$ cat config.mk
export PLATFORM = sky130hd
export DESIGN_NAME = cpcf_framer
export DESIGN_NICKNAME = d
export VERILOG_FILES = /design/src/rtl/cpcf_chk.v /design/src/rtl/cpcf_framer.v /design/src/rtl/cpcf_match.v
export VERILOG_INCLUDE_DIRS = /design/src /design/src/rtl
export SDC_FILE = /design/constraint.sdc
export NUM_CORES = 1
export LEC_CHECK = 0
export ABC_CLOCK_PERIOD_IN_PS = 6700
export BUFFER_PORTS_ARGS = -buffer_cell sky130_fd_sc_hd__buf_2
export CELL_PAD_IN_SITES_DETAIL_PLACEMENT = 0
export CELL_PAD_IN_SITES_GLOBAL_PLACEMENT = 2
export CORE_MARGIN = 5
export CORE_UTILIZATION = 37
export CTS_CLUSTER_DIAMETER = 150
export DETAILED_ROUTE_END_ITERATION = 10
export PLACE_DENSITY = 0.74
export SETUP_SLACK_MARGIN = 0.02
export SLEW_MARGIN = 30
export SYNTH_ARGS = -nofsm -noshare
export SYNTH_HDL_FRONTEND = slang
export SYNTH_SLANG_ARGS = --single-unit
$ cat constraint.sdc
create_clock -name clk -period 6.7 [get_ports clk]
set_clock_uncertainty 0.1 [all_clocks]
set_input_delay 0 -clock clk [delete_from_list [all_inputs] [get_ports clk]]
set_output_delay 0 -clock clk [all_outputs]
set_load 0.01 [all_outputs]
$ cat src/rtl/cpcf_regs.vh
// constants of the character-protocol receive framer: register map, fields, resets
// assumes a word-addressed bus slave and 6-bit line characters by default
// Behaviour
// - reservation codes disable modified block check; others enable it when MEC is set and characters equal
// - first sync character is never captured
// - message start triggers on second sync only
// - idle level is code digit, flipped when inverted
// - drop-sync run of idle characters resumes hunting
// - two separate start characters, not a sequence
// - any of four end characters ends message
// - modified check copes with repeated start-of-check characters
// - modified check only non-reservation and equal characters
// - modified check starts after last start-of-check char
// - normal check starts after first start-of-check char
`ifndef CPCF_REGS_VH
`define CPCF_REGS_VH

// word indices on the register bus
`define CPCF_ADDR_W        4
`define CPCF_REG_CTRL      4'h0
`define CPCF_REG_SYNC      4'h1
`define CPCF_REG_START     4'h2
`define CPCF_REG_STOP      4'h3
`define CPCF_REG_BCC       4'h4
`define CPCF_REG_STATUS    4'h5
`define CPCF_REG_IRQ_ST    4'h6
`define CPCF_REG_IRQ_MASK  4'h7
`define CPCF_REG_RXCHAR    4'h8
`define CPCF_REG_CHECK     4'h9

// control fields
`define CPCF_CTRL_CODE     1:0
`define CPCF_CTRL_IDLE     0
`define CPCF_CTRL_INV      2
`define CPCF_CTRL_MSB      3
`define CPCF_CTRL_LRC      4
`define CPCF_CTRL_MEC      5
`define CPCF_CTRL_EN       6
`define CPCF_CODE_IDLE0    2'h0
`define CPCF_CODE_IDLE1    2'h1

// character slots inside a 32-bit register
`define CPCF_SLOT0         5:0
`define CPCF_SLOT1         13:8
`define CPCF_SLOT2         21:16
`define CPCF_SLOT3         29:24
`define CPCF_DROP_CNT      31:24

// interrupt events
`define CPCF_IRQ_W         5
`define CPCF_EV_START      0
`define CPCF_EV_OK         1
`define CPCF_EV_ERR        2
`define CPCF_EV_LOST       3
`define CPCF_EV_FOUND      4

// reset values
`define CPCF_CTRL_RST      32'h0000006C
`define CPCF_SYNC_RST      32'h043F3E3F
`define CPCF_START_RST     32'h00003E3E
`define CPCF_STOP_RST      32'h3D2D1D0D
`define CPCF_BCC_RST       32'h00000202
`define CPCF_CRC6_POLY     6'h03

`endif

$ cat src/rtl/cpcf_chk.v
// cpcf_chk: block-check accumulator, crc6 or longitudinal parity per character
// assumes clr and upd come from the framer on character boundaries
`include "cpcf_regs.vh"
module cpcf_chk #(
   parameter       W    = 6,
   parameter [5:0] POLY = `CPCF_CRC6_POLY
) (
   input  wire         clk,
   input  wire         sys_rst,
   input  wire         clr,
   input  wire         upd,
   input  wire         lrc,
   input  wire [W-1:0] ch,
   output wire [W-1:0] chk
);
   reg [W-1:0] chk_q;
   reg [W-1:0] chk_d;

   function [W-1:0] crc_step;
      input [W-1:0] c;
      input [W-1:0] d;
      integer       i;
      reg   [W-1:0] t;
      begin
         t = c;
         for (i = W - 1; i >= 0; i = i - 1) begin
            if (t[W-1] ^ d[i]) begin
               t = {t[W-2:0], 1'b0} ^ POLY[W-1:0];
            end else begin
               t = {t[W-2:0], 1'b0};
            end
         end
         crc_step = t;
      end
   endfunction

   always @* begin
      chk_d = clr ? {W{1'b0}} : chk_q;
      if (upd) begin
         chk_d = lrc ? (chk_d ^ ch) : crc_step(chk_d, ch);
      end
   end

   always @(posedge clk or posedge sys_rst) begin
      if (sys_rst) begin
         chk_q <= {W{1'b0}};
      end else begin
         chk_q <= chk_d;
      end
   end
   assign chk = chk_q;
endmodule // cpcf_chk

$ cat src/rtl/cpcf_framer.v
// cpcf_framer: receive framer for a synchronous character protocol line
// assumes line_clk and line_data are synchronous to clk, slower than clk/2
`include "cpcf_regs.vh"
module cpcf_framer #(
   parameter W = 6
) (
   input  wire         clk,
   input  wire         sys_rst,
   input  wire [3:0]   avs_address,
   input  wire         avs_read,
   input  wire         avs_write,
   input  wire [31:0]  avs_writedata,
   output reg  [31:0]  avs_readdata,
   output wire         avs_waitrequest,
   input  wire         line_clk,
   input  wire         line_data,
   output reg  [W-1:0] char_data_q,
   output reg          char_valid_q,
   output reg          msg_start_q,
   output reg          in_sync_q,
   output reg          idle_level_q,
   output wire         modified_block_check,
   output wire         irq
);
   localparam S_HUNT = 3'h0;
   localparam S_IDLE = 3'h1;
   localparam S_BCC  = 3'h2;
   localparam S_ACC  = 3'h3;
   localparam S_CRC  = 3'h4;

   reg  [31:0]             ctrl_q;
   reg  [31:0]             sync_q;
   reg  [31:0]             start_q;
   reg  [31:0]             stop_q;
   reg  [31:0]             bcc_q;
   reg  [`CPCF_IRQ_W-1:0]  irq_st_q;
   reg  [`CPCF_IRQ_W-1:0]  irq_mask_q;
   reg  [`CPCF_IRQ_W-1:0]  ev;
   reg                     ack_q;
   reg                     lclk_q;
   reg  [W-1:0]            sh_q;
   reg  [W-1:0]            sh_d;
   reg  [2:0]              bitcnt_q;
   reg  [2:0]              state_q;
   reg  [2:0]              state_d;
   reg  [7:0]              drop_q;
   reg                     bcc_seen_q;
   reg  [W-1:0]            rx_chk_q;
   reg                     chk_clr;
   reg                     chk_upd;
   wire [W-1:0]            chk;
   wire                    line_bit;
   wire                    bit_stb;
   wire                    char_done;
   wire                    resv_code;
   wire                    start_hit;
   wire                    stop_hit;
   wire                    bcc_hit;
   wire                    req;
   wire                    wr_go;

   // bus slave: one wait cycle, answer at the second edge
   assign req             = avs_read | avs_write;
   assign avs_waitrequest = req & ~ack_q;
   assign wr_go           = avs_write & ack_q;

   always @(posedge clk or posedge sys_rst) begin
      if (sys_rst) begin
         ack_q <= 1'b0;
      end else begin
         ack_q <= req & ~ack_q;
      end
   end

   always @(posedge clk or posedge sys_rst) begin
      if (sys_rst) begin
         avs_readdata <= 32'h00000000;
      end else if (avs_read & ~ack_q) begin
         case (avs_address)
            `CPCF_REG_CTRL:     avs_readdata <= ctrl_q;
            `CPCF_REG_SYNC:     avs_readdata <= sync_q;
            `CPCF_REG_START:    avs_readdata <= start_q;
            `CPCF_REG_STOP:     avs_readdata <= stop_q;
            `CPCF_REG_BCC:      avs_readdata <= bcc_q;
            `CPCF_REG_STATUS:   avs_readdata <= {25'h0, modified_block_check, idle_level_q,
                                                 in_sync_q, 1'b0, state_q};
            `CPCF_REG_IRQ_ST:   avs_readdata <= {{(32-`CPCF_IRQ_W){1'b0}}, irq_st_q};
            `CPCF_REG_IRQ_MASK: avs_readdata <= {{(32-`CPCF_IRQ_W){1'b0}}, irq_mask_q};
            `CPCF_REG_RXCHAR:   avs_readdata <= {{(32-W){1'b0}}, char_data_q};
            `CPCF_REG_CHECK:    avs_readdata <= {{(24-W){1'b0}}, rx_chk_q, 2'h0, chk};
            default:            avs_readdata <= 32'h00000000;
         endcase
      end
   end

   always @(posedge clk or posedge sys_rst) begin
      if (sys_rst) begin
         ctrl_q     <= `CPCF_CTRL_RST;
         sync_q     <= `CPCF_SYNC_RST;
         start_q    <= `CPCF_START_RST;
         stop_q     <= `CPCF_STOP_RST;
         bcc_q      <= `CPCF_BCC_RST;
         irq_mask_q <= {`CPCF_IRQ_W{1'b0}};
      end else if (wr_go) begin
         case (avs_address)
            `CPCF_REG_CTRL:     ctrl_q     <= avs_writedata;
            `CPCF_REG_SYNC:     sync_q     <= avs_writedata;
            `CPCF_REG_START:    start_q    <= avs_writedata;
            `CPCF_REG_STOP:     stop_q     <= avs_writedata;
            `CPCF_REG_BCC:      bcc_q      <= avs_writedata;
            `CPCF_REG_IRQ_MASK: irq_mask_q <= avs_writedata[`CPCF_IRQ_W-1:0];
            default:            irq_mask_q <= irq_mask_q;
         endcase
      end
   end

   // sticky events; a new event wins over a write-one clear in the same cycle
   always @(posedge clk or posedge sys_rst) begin
      if (sys_rst) begin
         irq_st_q <= {`CPCF_IRQ_W{1'b0}};
      end else if (wr_go && avs_address == `CPCF_REG_IRQ_ST) begin
         irq_st_q <= (irq_st_q & ~avs_writedata[`CPCF_IRQ_W-1:0]) | ev;
      end else begin
         irq_st_q <= irq_st_q | ev;
      end
   end
   assign irq = |(irq_st_q & irq_mask_q);

   // code selection and line sense
   assign resv_code = (ctrl_q[`CPCF_CTRL_CODE] == `CPCF_CODE_IDLE0) ||
                      (ctrl_q[`CPCF_CTRL_CODE] == `CPCF_CODE_IDLE1);
   // invoked by software, but only honoured off the reservation codes and with equal characters
   assign modified_block_check = ~resv_code & ctrl_q[`CPCF_CTRL_MEC] &
                                 (bcc_q[`CPCF_SLOT0] == bcc_q[`CPCF_SLOT1]);

   always @(posedge clk or posedge sys_rst) begin
      if (sys_rst) begin
         idle_level_q <= 1'b0;
      end else begin
         idle_level_q <= ctrl_q[`CPCF_CTRL_IDLE] ^ ctrl_q[`CPCF_CTRL_INV];
      end
   end

   // the line clock is only sampled; data is taken on its rising edge
   always @(posedge clk or posedge sys_rst) begin
      if (sys_rst) begin
         lclk_q <= 1'b0;
      end else begin
         lclk_q <= line_clk;
      end
   end
   assign bit_stb  = line_clk & ~lclk_q & ctrl_q[`CPCF_CTRL_EN];
   assign line_bit = line_data ^ ctrl_q[`CPCF_CTRL_INV];

   always @* begin
      if (ctrl_q[`CPCF_CTRL_MSB]) begin
         sh_d = {sh_q[W-2:0], line_bit};
      end else begin
         sh_d = {line_bit, sh_q[W-1:1]};
      end
   end

   always @(posedge clk or posedge sys_rst) begin
      if (sys_rst) begin
         sh_q     <= {W{1'b0}};
         bitcnt_q <= 3'h0;
      end else if (bit_stb) begin
         sh_q <= sh_d;
         if (state_q == S_HUNT || bitcnt_q == W - 1) begin
            bitcnt_q <= 3'h0;
         end else begin
            bitcnt_q <= bitcnt_q + 3'h1;
         end
      end
   end
   assign char_done = bit_stb && state_q != S_HUNT && bitcnt_q == W - 1;

   cpcf_match #(.N(2), .W(W)) u_start (
      .set_chars ({start_q[`CPCF_SLOT1], start_q[`CPCF_SLOT0]}),
      .ch        (sh_d),
      .hit       (start_hit),
      .hits      ()
   );
   cpcf_match #(.N(4), .W(W)) u_stop (
      .set_chars ({stop_q[`CPCF_SLOT3], stop_q[`CPCF_SLOT2], stop_q[`CPCF_SLOT1], stop_q[`CPCF_SLOT0]}),
      .ch        (sh_d),
      .hit       (stop_hit),
      .hits      ()
   );
   cpcf_match #(.N(2), .W(W)) u_bcc (
      .set_chars ({bcc_q[`CPCF_SLOT1], bcc_q[`CPCF_SLOT0]}),
      .ch        (sh_d),
      .hit       (bcc_hit),
      .hits      ()
   );
   cpcf_chk #(.W(W)) u_chk (
      .clk     (clk),
      .sys_rst (sys_rst),
      .clr     (chk_clr),
      .upd     (chk_upd),
      .lrc     (ctrl_q[`CPCF_CTRL_LRC]),
      .ch      (sh_d),
      .chk     (chk)
   );

   always @* begin
      state_d = state_q;
      chk_clr = 1'b0;
      chk_upd = 1'b0;
      ev      = {`CPCF_IRQ_W{1'b0}};
      if (state_q == S_HUNT) begin
         // the first sync closes the hunt and is dropped, not captured
         if (bit_stb && sh_d == sync_q[`CPCF_SLOT0]) begin
            state_d              = S_IDLE;
            ev[`CPCF_EV_FOUND]   = 1'b1;
         end
      end else if (char_done) begin
         if (sh_d == sync_q[`CPCF_SLOT2] && sync_q[`CPCF_DROP_CNT] != 8'h00 &&
             drop_q + 8'h01 >= sync_q[`CPCF_DROP_CNT]) begin
            state_d             = S_HUNT;
            ev[`CPCF_EV_LOST]   = 1'b1;
         end else begin
            case (state_q)
               S_IDLE: begin
                  // start slots hold the second sync; either one alone opens a message
                  if (start_hit) begin
                     ev[`CPCF_EV_START] = 1'b1;
                     chk_clr            = 1'b1;
                     state_d            = resv_code ? S_ACC : S_BCC;
                  end
               end
               S_BCC: begin
                  if (bcc_hit && !modified_block_check) begin
                     chk_clr = 1'b1;
                     state_d = S_ACC;
                  end else if (!bcc_hit && bcc_seen_q) begin
                     // first character after the run of start-of-check characters
                     chk_clr = 1'b1;
                     chk_upd = 1'b1;
                     state_d = S_ACC;
                  end
               end
               S_ACC: begin
                  chk_upd = 1'b1;
                  if (stop_hit) begin
                     state_d = S_CRC;
                  end
               end
               S_CRC: begin
                  if (sh_d == chk) begin
                     ev[`CPCF_EV_OK]  = 1'b1;
                  end else begin
                     ev[`CPCF_EV_ERR] = 1'b1;
                  end
                  state_d = S_IDLE;
               end
               default: state_d = S_HUNT;
            endcase
         end
      end
   end

   always @(posedge clk or posedge sys_rst) begin
      if (sys_rst) begin
         state_q      <= S_HUNT;
         drop_q       <= 8'h00;
         bcc_seen_q   <= 1'b0;
         rx_chk_q     <= {W{1'b0}};
         char_data_q  <= {W{1'b0}};
         char_valid_q <= 1'b0;
         msg_start_q  <= 1'b0;
         in_sync_q    <= 1'b0;
      end else begin
         state_q      <= ctrl_q[`CPCF_CTRL_EN] ? state_d : S_HUNT;
         in_sync_q    <= (state_d != S_HUNT);
         msg_start_q  <= ev[`CPCF_EV_START];
         // only characters seen while in sync reach the capture stream
         char_valid_q <= char_done;
         if (char_done) begin
            char_data_q <= sh_d;
            drop_q      <= (sh_d == sync_q[`CPCF_SLOT2]) ? drop_q + 8'h01 : 8'h00;
            if (state_q == S_CRC) begin
               rx_chk_q <= sh_d;
            end
         end
         if (state_d == S_HUNT) begin
            drop_q <= 8'h00;
         end
         if (state_q == S_BCC && char_done) begin
            bcc_seen_q <= bcc_hit & modified_block_check;
         end else if (state_q != S_BCC) begin
            bcc_seen_q <= 1'b0;
         end
      end
   end
endmodule // cpcf_framer

$ cat src/rtl/cpcf_match.v
// cpcf_match: compares one character against a set of configured characters
// assumes the set arrives packed, slot k in bits k*W .. k*W+W-1
module cpcf_match #(
   parameter N = 4,
   parameter W = 6
) (
   input  wire [N*W-1:0] set_chars,
   input  wire [W-1:0]   ch,
   output wire           hit,
   output wire [N-1:0]   hits
);
   genvar k;
   generate
      for (k = 0; k < N; k = k + 1) begin : g_slot
         // each slot matches on its own; no ordering between them
         assign hits[k] = (set_chars[k*W +: W] == ch);
      end
   endgenerate
   assign hit = |hits;
endmodule // cpcf_match

==> implementation parameters <==
Parameter                              Value

Outcome
  Run status ... completed

Pwr
  NetSw ... 1.558 mW
  Share of power burned in combinational logic ... 0.238
  Leakage ... 6.656 nW
  Reg power frac ... 0.432
  Cell internal pwr ... 3.331 mW
  Maximum vdd drop ... 0.1776 mV
  Relative contribution of the clock network to total power ... 0.330
  Power density over the cells ... around 320 nW/um^2
  Share of total power consumed by net switching ... 0.3187

STA
  Max Fclk ... 231.3 MHz
  Final hold viol count ... 0
  Max-slew headroom ... 0.3717
  Count of final max-slew check failures ... 0
  Total Neg Setup Slack ... 0 ns
  Setup violation total in the final timing report ... 0
  Share of the clock period used by the worst path ... 0.6452
  Min setup slack post-route ... about 2.4 ns
  Unrepaired setup endpoints after global routing ... false
  Final critical delay including setup and external delays ... about 4.3 ns
  Worst-Margin Slew ... roughly 0.94 ns

Global route
  Overall Global Routing Usage ... 0.2127
  Vias in the first global route ... 10.09k
  Grt ovf ... 0
  Global-route wire length before repair ... 64,670 microns
  Antenna violations before repair ... 0
  Largest net degree at the start of global routing ... approximately 160

Clock tree
  Root Buffer Master ... sky130_fd_sc_hd__clkbuf_16
  H-tree lvl count ... 1
  Worst skew pair latency ... approximately 0.56 ns
  Max clock buf depth ... 3
  Cts bufs inserted ... 28
  Post-CTS setup buffers ... 0
  Clock slew at reported path FFs ... 0.06 ns
  TritonCTS clock tree ... yes
  # clock sinks ... about 250

Setup path
  Buffers and inverters on the worst path ... 1
  Maximum cell stage delay along the critical path ... roughly 0.86 ns
  Slowest library cell on the worst path ... sky130_fd_sc_hd__dfstp_2
  Arrival time of data at the critical path endpoint ... about 4.6 ns
  Cells along the critical path ... buf_4 -> mux2i_4 -> o221ai_1 -> or3_1 -> o21ai_2 -> o21ai_0 -> a31oi_2 -> a32oi_1
  Path type of the worst setup path ... register to register
  Required time of the critical path ... 7.01 ns
  Type of element capturing the critical path ... register
  Critical path peak fanout ... 32
  Top Family by Delay on Critical Path ... compound AO/OA/AOI/OAI gates
  Type of origin of the critical path ... register

Synth
  Post-synth EDFFs ... 0
  Total of flip-flops plus latches after synthesis ... 247
  Cell area after technology mapping ... 13,150 sq um
  Mapped Cells ... 1,176
  Total of warnings raised by yosys ... 0
  Ys async rst share ... 1.000
  Seq/Total Area, Yosys ... 0.4747
  Commonest cells in the synthesized netlist ... sky130_fd_sc_hd__dfrtp_1, sky130_fd_sc_hd__mux2_2, sky130_fd_sc_hd__nand2_1
  Top-count cell post-synth ... sky130_fd_sc_hd__dfrtp_1
  Average instance area after synthesis ... 11.18 sq um
  Top post-synthesis cells by area ... sky130_fd_sc_hd__dfrtp_1, sky130_fd_sc_hd__mux2_2, sky130_fd_sc_hd__dfstp_2
  Post-Synthesis Net Count ... about 1.2k
  Largest area contributor in the netlist ... sky130_fd_sc_hd__dfrtp_1
  Yosys top cell area share ... 0.3748
  Number of unique standard cell types used by synthesis ... 81
  Most instantiated flip-flop cell in the synthesis netlist ... sky130_fd_sc_hd__dfrtp_1

Route
  Length of the first detailed-routing pass in iterations ... 6
  Post-detailed-route count of antenna-violating nets ... 0
  Wire length reported by the detailed router ... 42,150 microns
  Via density per instance ... between 5 and 6
  Wire length per cell ... about 24 microns
  DRC marker count from the first detailed-route iteration ... slightly above 900
  Number of remaining DRC errors ... 0
  Count of vias placed by the detailed router ... 10.01k

Floorplan
  Total core area ... approximately 35,000 sq um
  Die width ... 198.5 microns
  Number of top-level pins ... 87
  Die area ... ~39,000 sq um
  DIE HEIGHT ... 198.5 microns
  Initial core utilization ... 0.3725
  Row count ... 69

Layout
  Nets ... 1,334
  Post-layout instance area ... 15,450 sq um
  Total of fill cells in the finished design ... 3,341
  Post-layout utilization of the core ... 0.4377
  Antenna diodes ... 0
  Share of final-layout standard cells stronger than drive strength 1 ... 0.3065
  Layout area overhead ... 17.49%

Place
  Placed Instance Area ... roughly 14,000 sq um
  Placer Congestion ... 0.8827
  Pre-CTS setup slack ... between 2 and 2.5 ns
  Count of port buffers added during placement ... 86
  Detailed-placement wirelength estimate ... ~28,000 microns

Worst hold path
  Hold crit path type ... input pin to register

Run
  Max-Cap Viols ... 0
==> area by class of cell <==
cell class	count	area, sq um	area share
Clock buffer	42	803.3	0.05198
Clock inverter	9	163.9	0.01061
Inverter	20	78.83	0.005101
Multi-Input combinational cell	834	6549	0.4238
Sequential cell	247	6243	0.4040
Tap cell	461	576.8	0.03732
Timing Repair Buffer	150	1039	0.06720
==> path summary, 6_finish.rpt <==
path                           start           end  slack (ns)  depth (start not counted)
max                        ctrl_q[3]     drop_q[1]        2.38                          8
min                         line_clk        lclk_q        0.03                          2
max reg2reg                ctrl_q[3]     drop_q[1]        2.38                          8
min reg2reg                    ack_q         ack_q        0.35                          1
max in group asynchronous    sys_rst  u_chk.chk[2]        5.10                          6
min in group asynchronous    sys_rst    ctrl_q[11]        0.05                          4
==> power by group through the flow <==
stage	combinational, mW	clock (mW)	sequential, mW
4_1_cts	1.16	1.66	2.11
3_3_place_gp	1.12	0	2.13
6_report	1.16	1.62	2.11
5_1_grt	1.27	1.72	2.14
2_1_floorplan	0.915	0	1.97
3_5_place_dp	1.14	0	2.13
==> worst reg2reg max path, cell delays in order, from the launching register on <==
cell and delay (ns):
sky130_fd_sc_hd__dfstp_2 0.86, sky130_fd_sc_hd__buf_4 0.49, sky130_fd_sc_hd__mux2i_4 0.61, sky130_fd_sc_hd__o221ai_1 0.34
sky130_fd_sc_hd__or3_1 0.49, sky130_fd_sc_hd__o21ai_2 0.44, sky130_fd_sc_hd__o21ai_0 0.20, sky130_fd_sc_hd__a31oi_2 0.46
sky130_fd_sc_hd__a32oi_1 0.18
==> kinds of logic (layout without fill, tap and decap cells) <==
logic type | after synthesis | in the layout | synth area share
and+or+nand+nor | 259 | 259 | 0.09380
adders and majority gates | 11 | 11 | 0.01046
DFF | 247 | 247 | 0.4747
AOI/OAI and AO/OA | 255 | 255 | 0.1424
xor gates and xnor gates | 98 | 98 | 0.06802
muxes | 211 | 211 | 0.1786
buffers and inverters | 95 | 221 | 0.03206
==> sequential cells by signal (all words and copies together), names as in the netlist <==
signal / count
in_sync_q: 1
msg_start_q: 1
lclk_q: 1
ctrl_q: 32
rx_chk_q: 6
stop_q: 32
sync_q: 32
irq_st_q: 5
irq_mask_q: 5
bitcnt_q: 3
char_data_q: 6
bcc_seen_q: 1
start_q: 32
u_chk.chk: 6
state_q: 3
drop_q: 8
sh_q: 6
avs_readdata: 32
idle_level_q: 1
bcc_q: 32
ack_q: 1
char_valid_q: 1
==> metal layers <==
layer | GRT usage | vias up | share of wire
met5 | 0 | - | 0
met1 | 0.3046 | 5126 | 0.46
met2 | 0.3550 | 308 | 0.48
li1 | - | 4522 | -
met3 | 0.02134 | 56 | 0.048
met4 | 0.04205 | 0 | 0.019
==> cells in the final DEF, fill, tap and decap left out, types with 4 or more instances in the layout <==
cell,n
sky130_fd_sc_hd__a2111oi_0,6
sky130_fd_sc_hd__a21o_1,4
sky130_fd_sc_hd__a21oi_1,14
sky130_fd_sc_hd__a221oi_1,7
sky130_fd_sc_hd__a222oi_1,23
sky130_fd_sc_hd__a22o_1,15
sky130_fd_sc_hd__a22oi_1,25
sky130_fd_sc_hd__a31oi_1,10
sky130_fd_sc_hd__a32oi_1,7
sky130_fd_sc_hd__and3b_1,4
sky130_fd_sc_hd__buf_2,86
sky130_fd_sc_hd__buf_4,24
sky130_fd_sc_hd__bufinv_16,4
sky130_fd_sc_hd__clkbuf_1,9
sky130_fd_sc_hd__clkbuf_16,28
sky130_fd_sc_hd__clkbuf_8,5
sky130_fd_sc_hd__dfrtp_1,197
sky130_fd_sc_hd__dfstp_2,50
sky130_fd_sc_hd__dlygate4sd3_1,38
sky130_fd_sc_hd__ha_1,11
sky130_fd_sc_hd__inv_1,19
sky130_fd_sc_hd__mux2_2,156
sky130_fd_sc_hd__mux2i_1,51
sky130_fd_sc_hd__nand2_1,123
sky130_fd_sc_hd__nand2b_1,8
sky130_fd_sc_hd__nand3_1,17
sky130_fd_sc_hd__nor2_1,29
sky130_fd_sc_hd__nor2b_1,9
sky130_fd_sc_hd__nor3_1,23
sky130_fd_sc_hd__nor3b_1,10
sky130_fd_sc_hd__nor4_1,5
sky130_fd_sc_hd__o2111ai_1,9
sky130_fd_sc_hd__o211ai_1,10
sky130_fd_sc_hd__o21ai_0,90
sky130_fd_sc_hd__xnor2_1,41
sky130_fd_sc_hd__xor2_1,53
==> per-stage QoR <==
step	total power, mW	hold slack [ns]	instances
after detailed placement	3.271	0.03151	1673
final	4.890	0.03184	1763
after global placement	3.246	0.02591	1673
after CTS	4.928	0.01060	1762
after global routing	5.139	0.03372	1763
after floorplan	2.888	-0.06857	1176
==> timing repair <==
action / CTS / global route
hold buffers: 38 / 0
hold endpoints to repair: 217 / 0
gates resized for setup: 0 / 0
No activity file was read; power rests on OpenSTA's default activity.
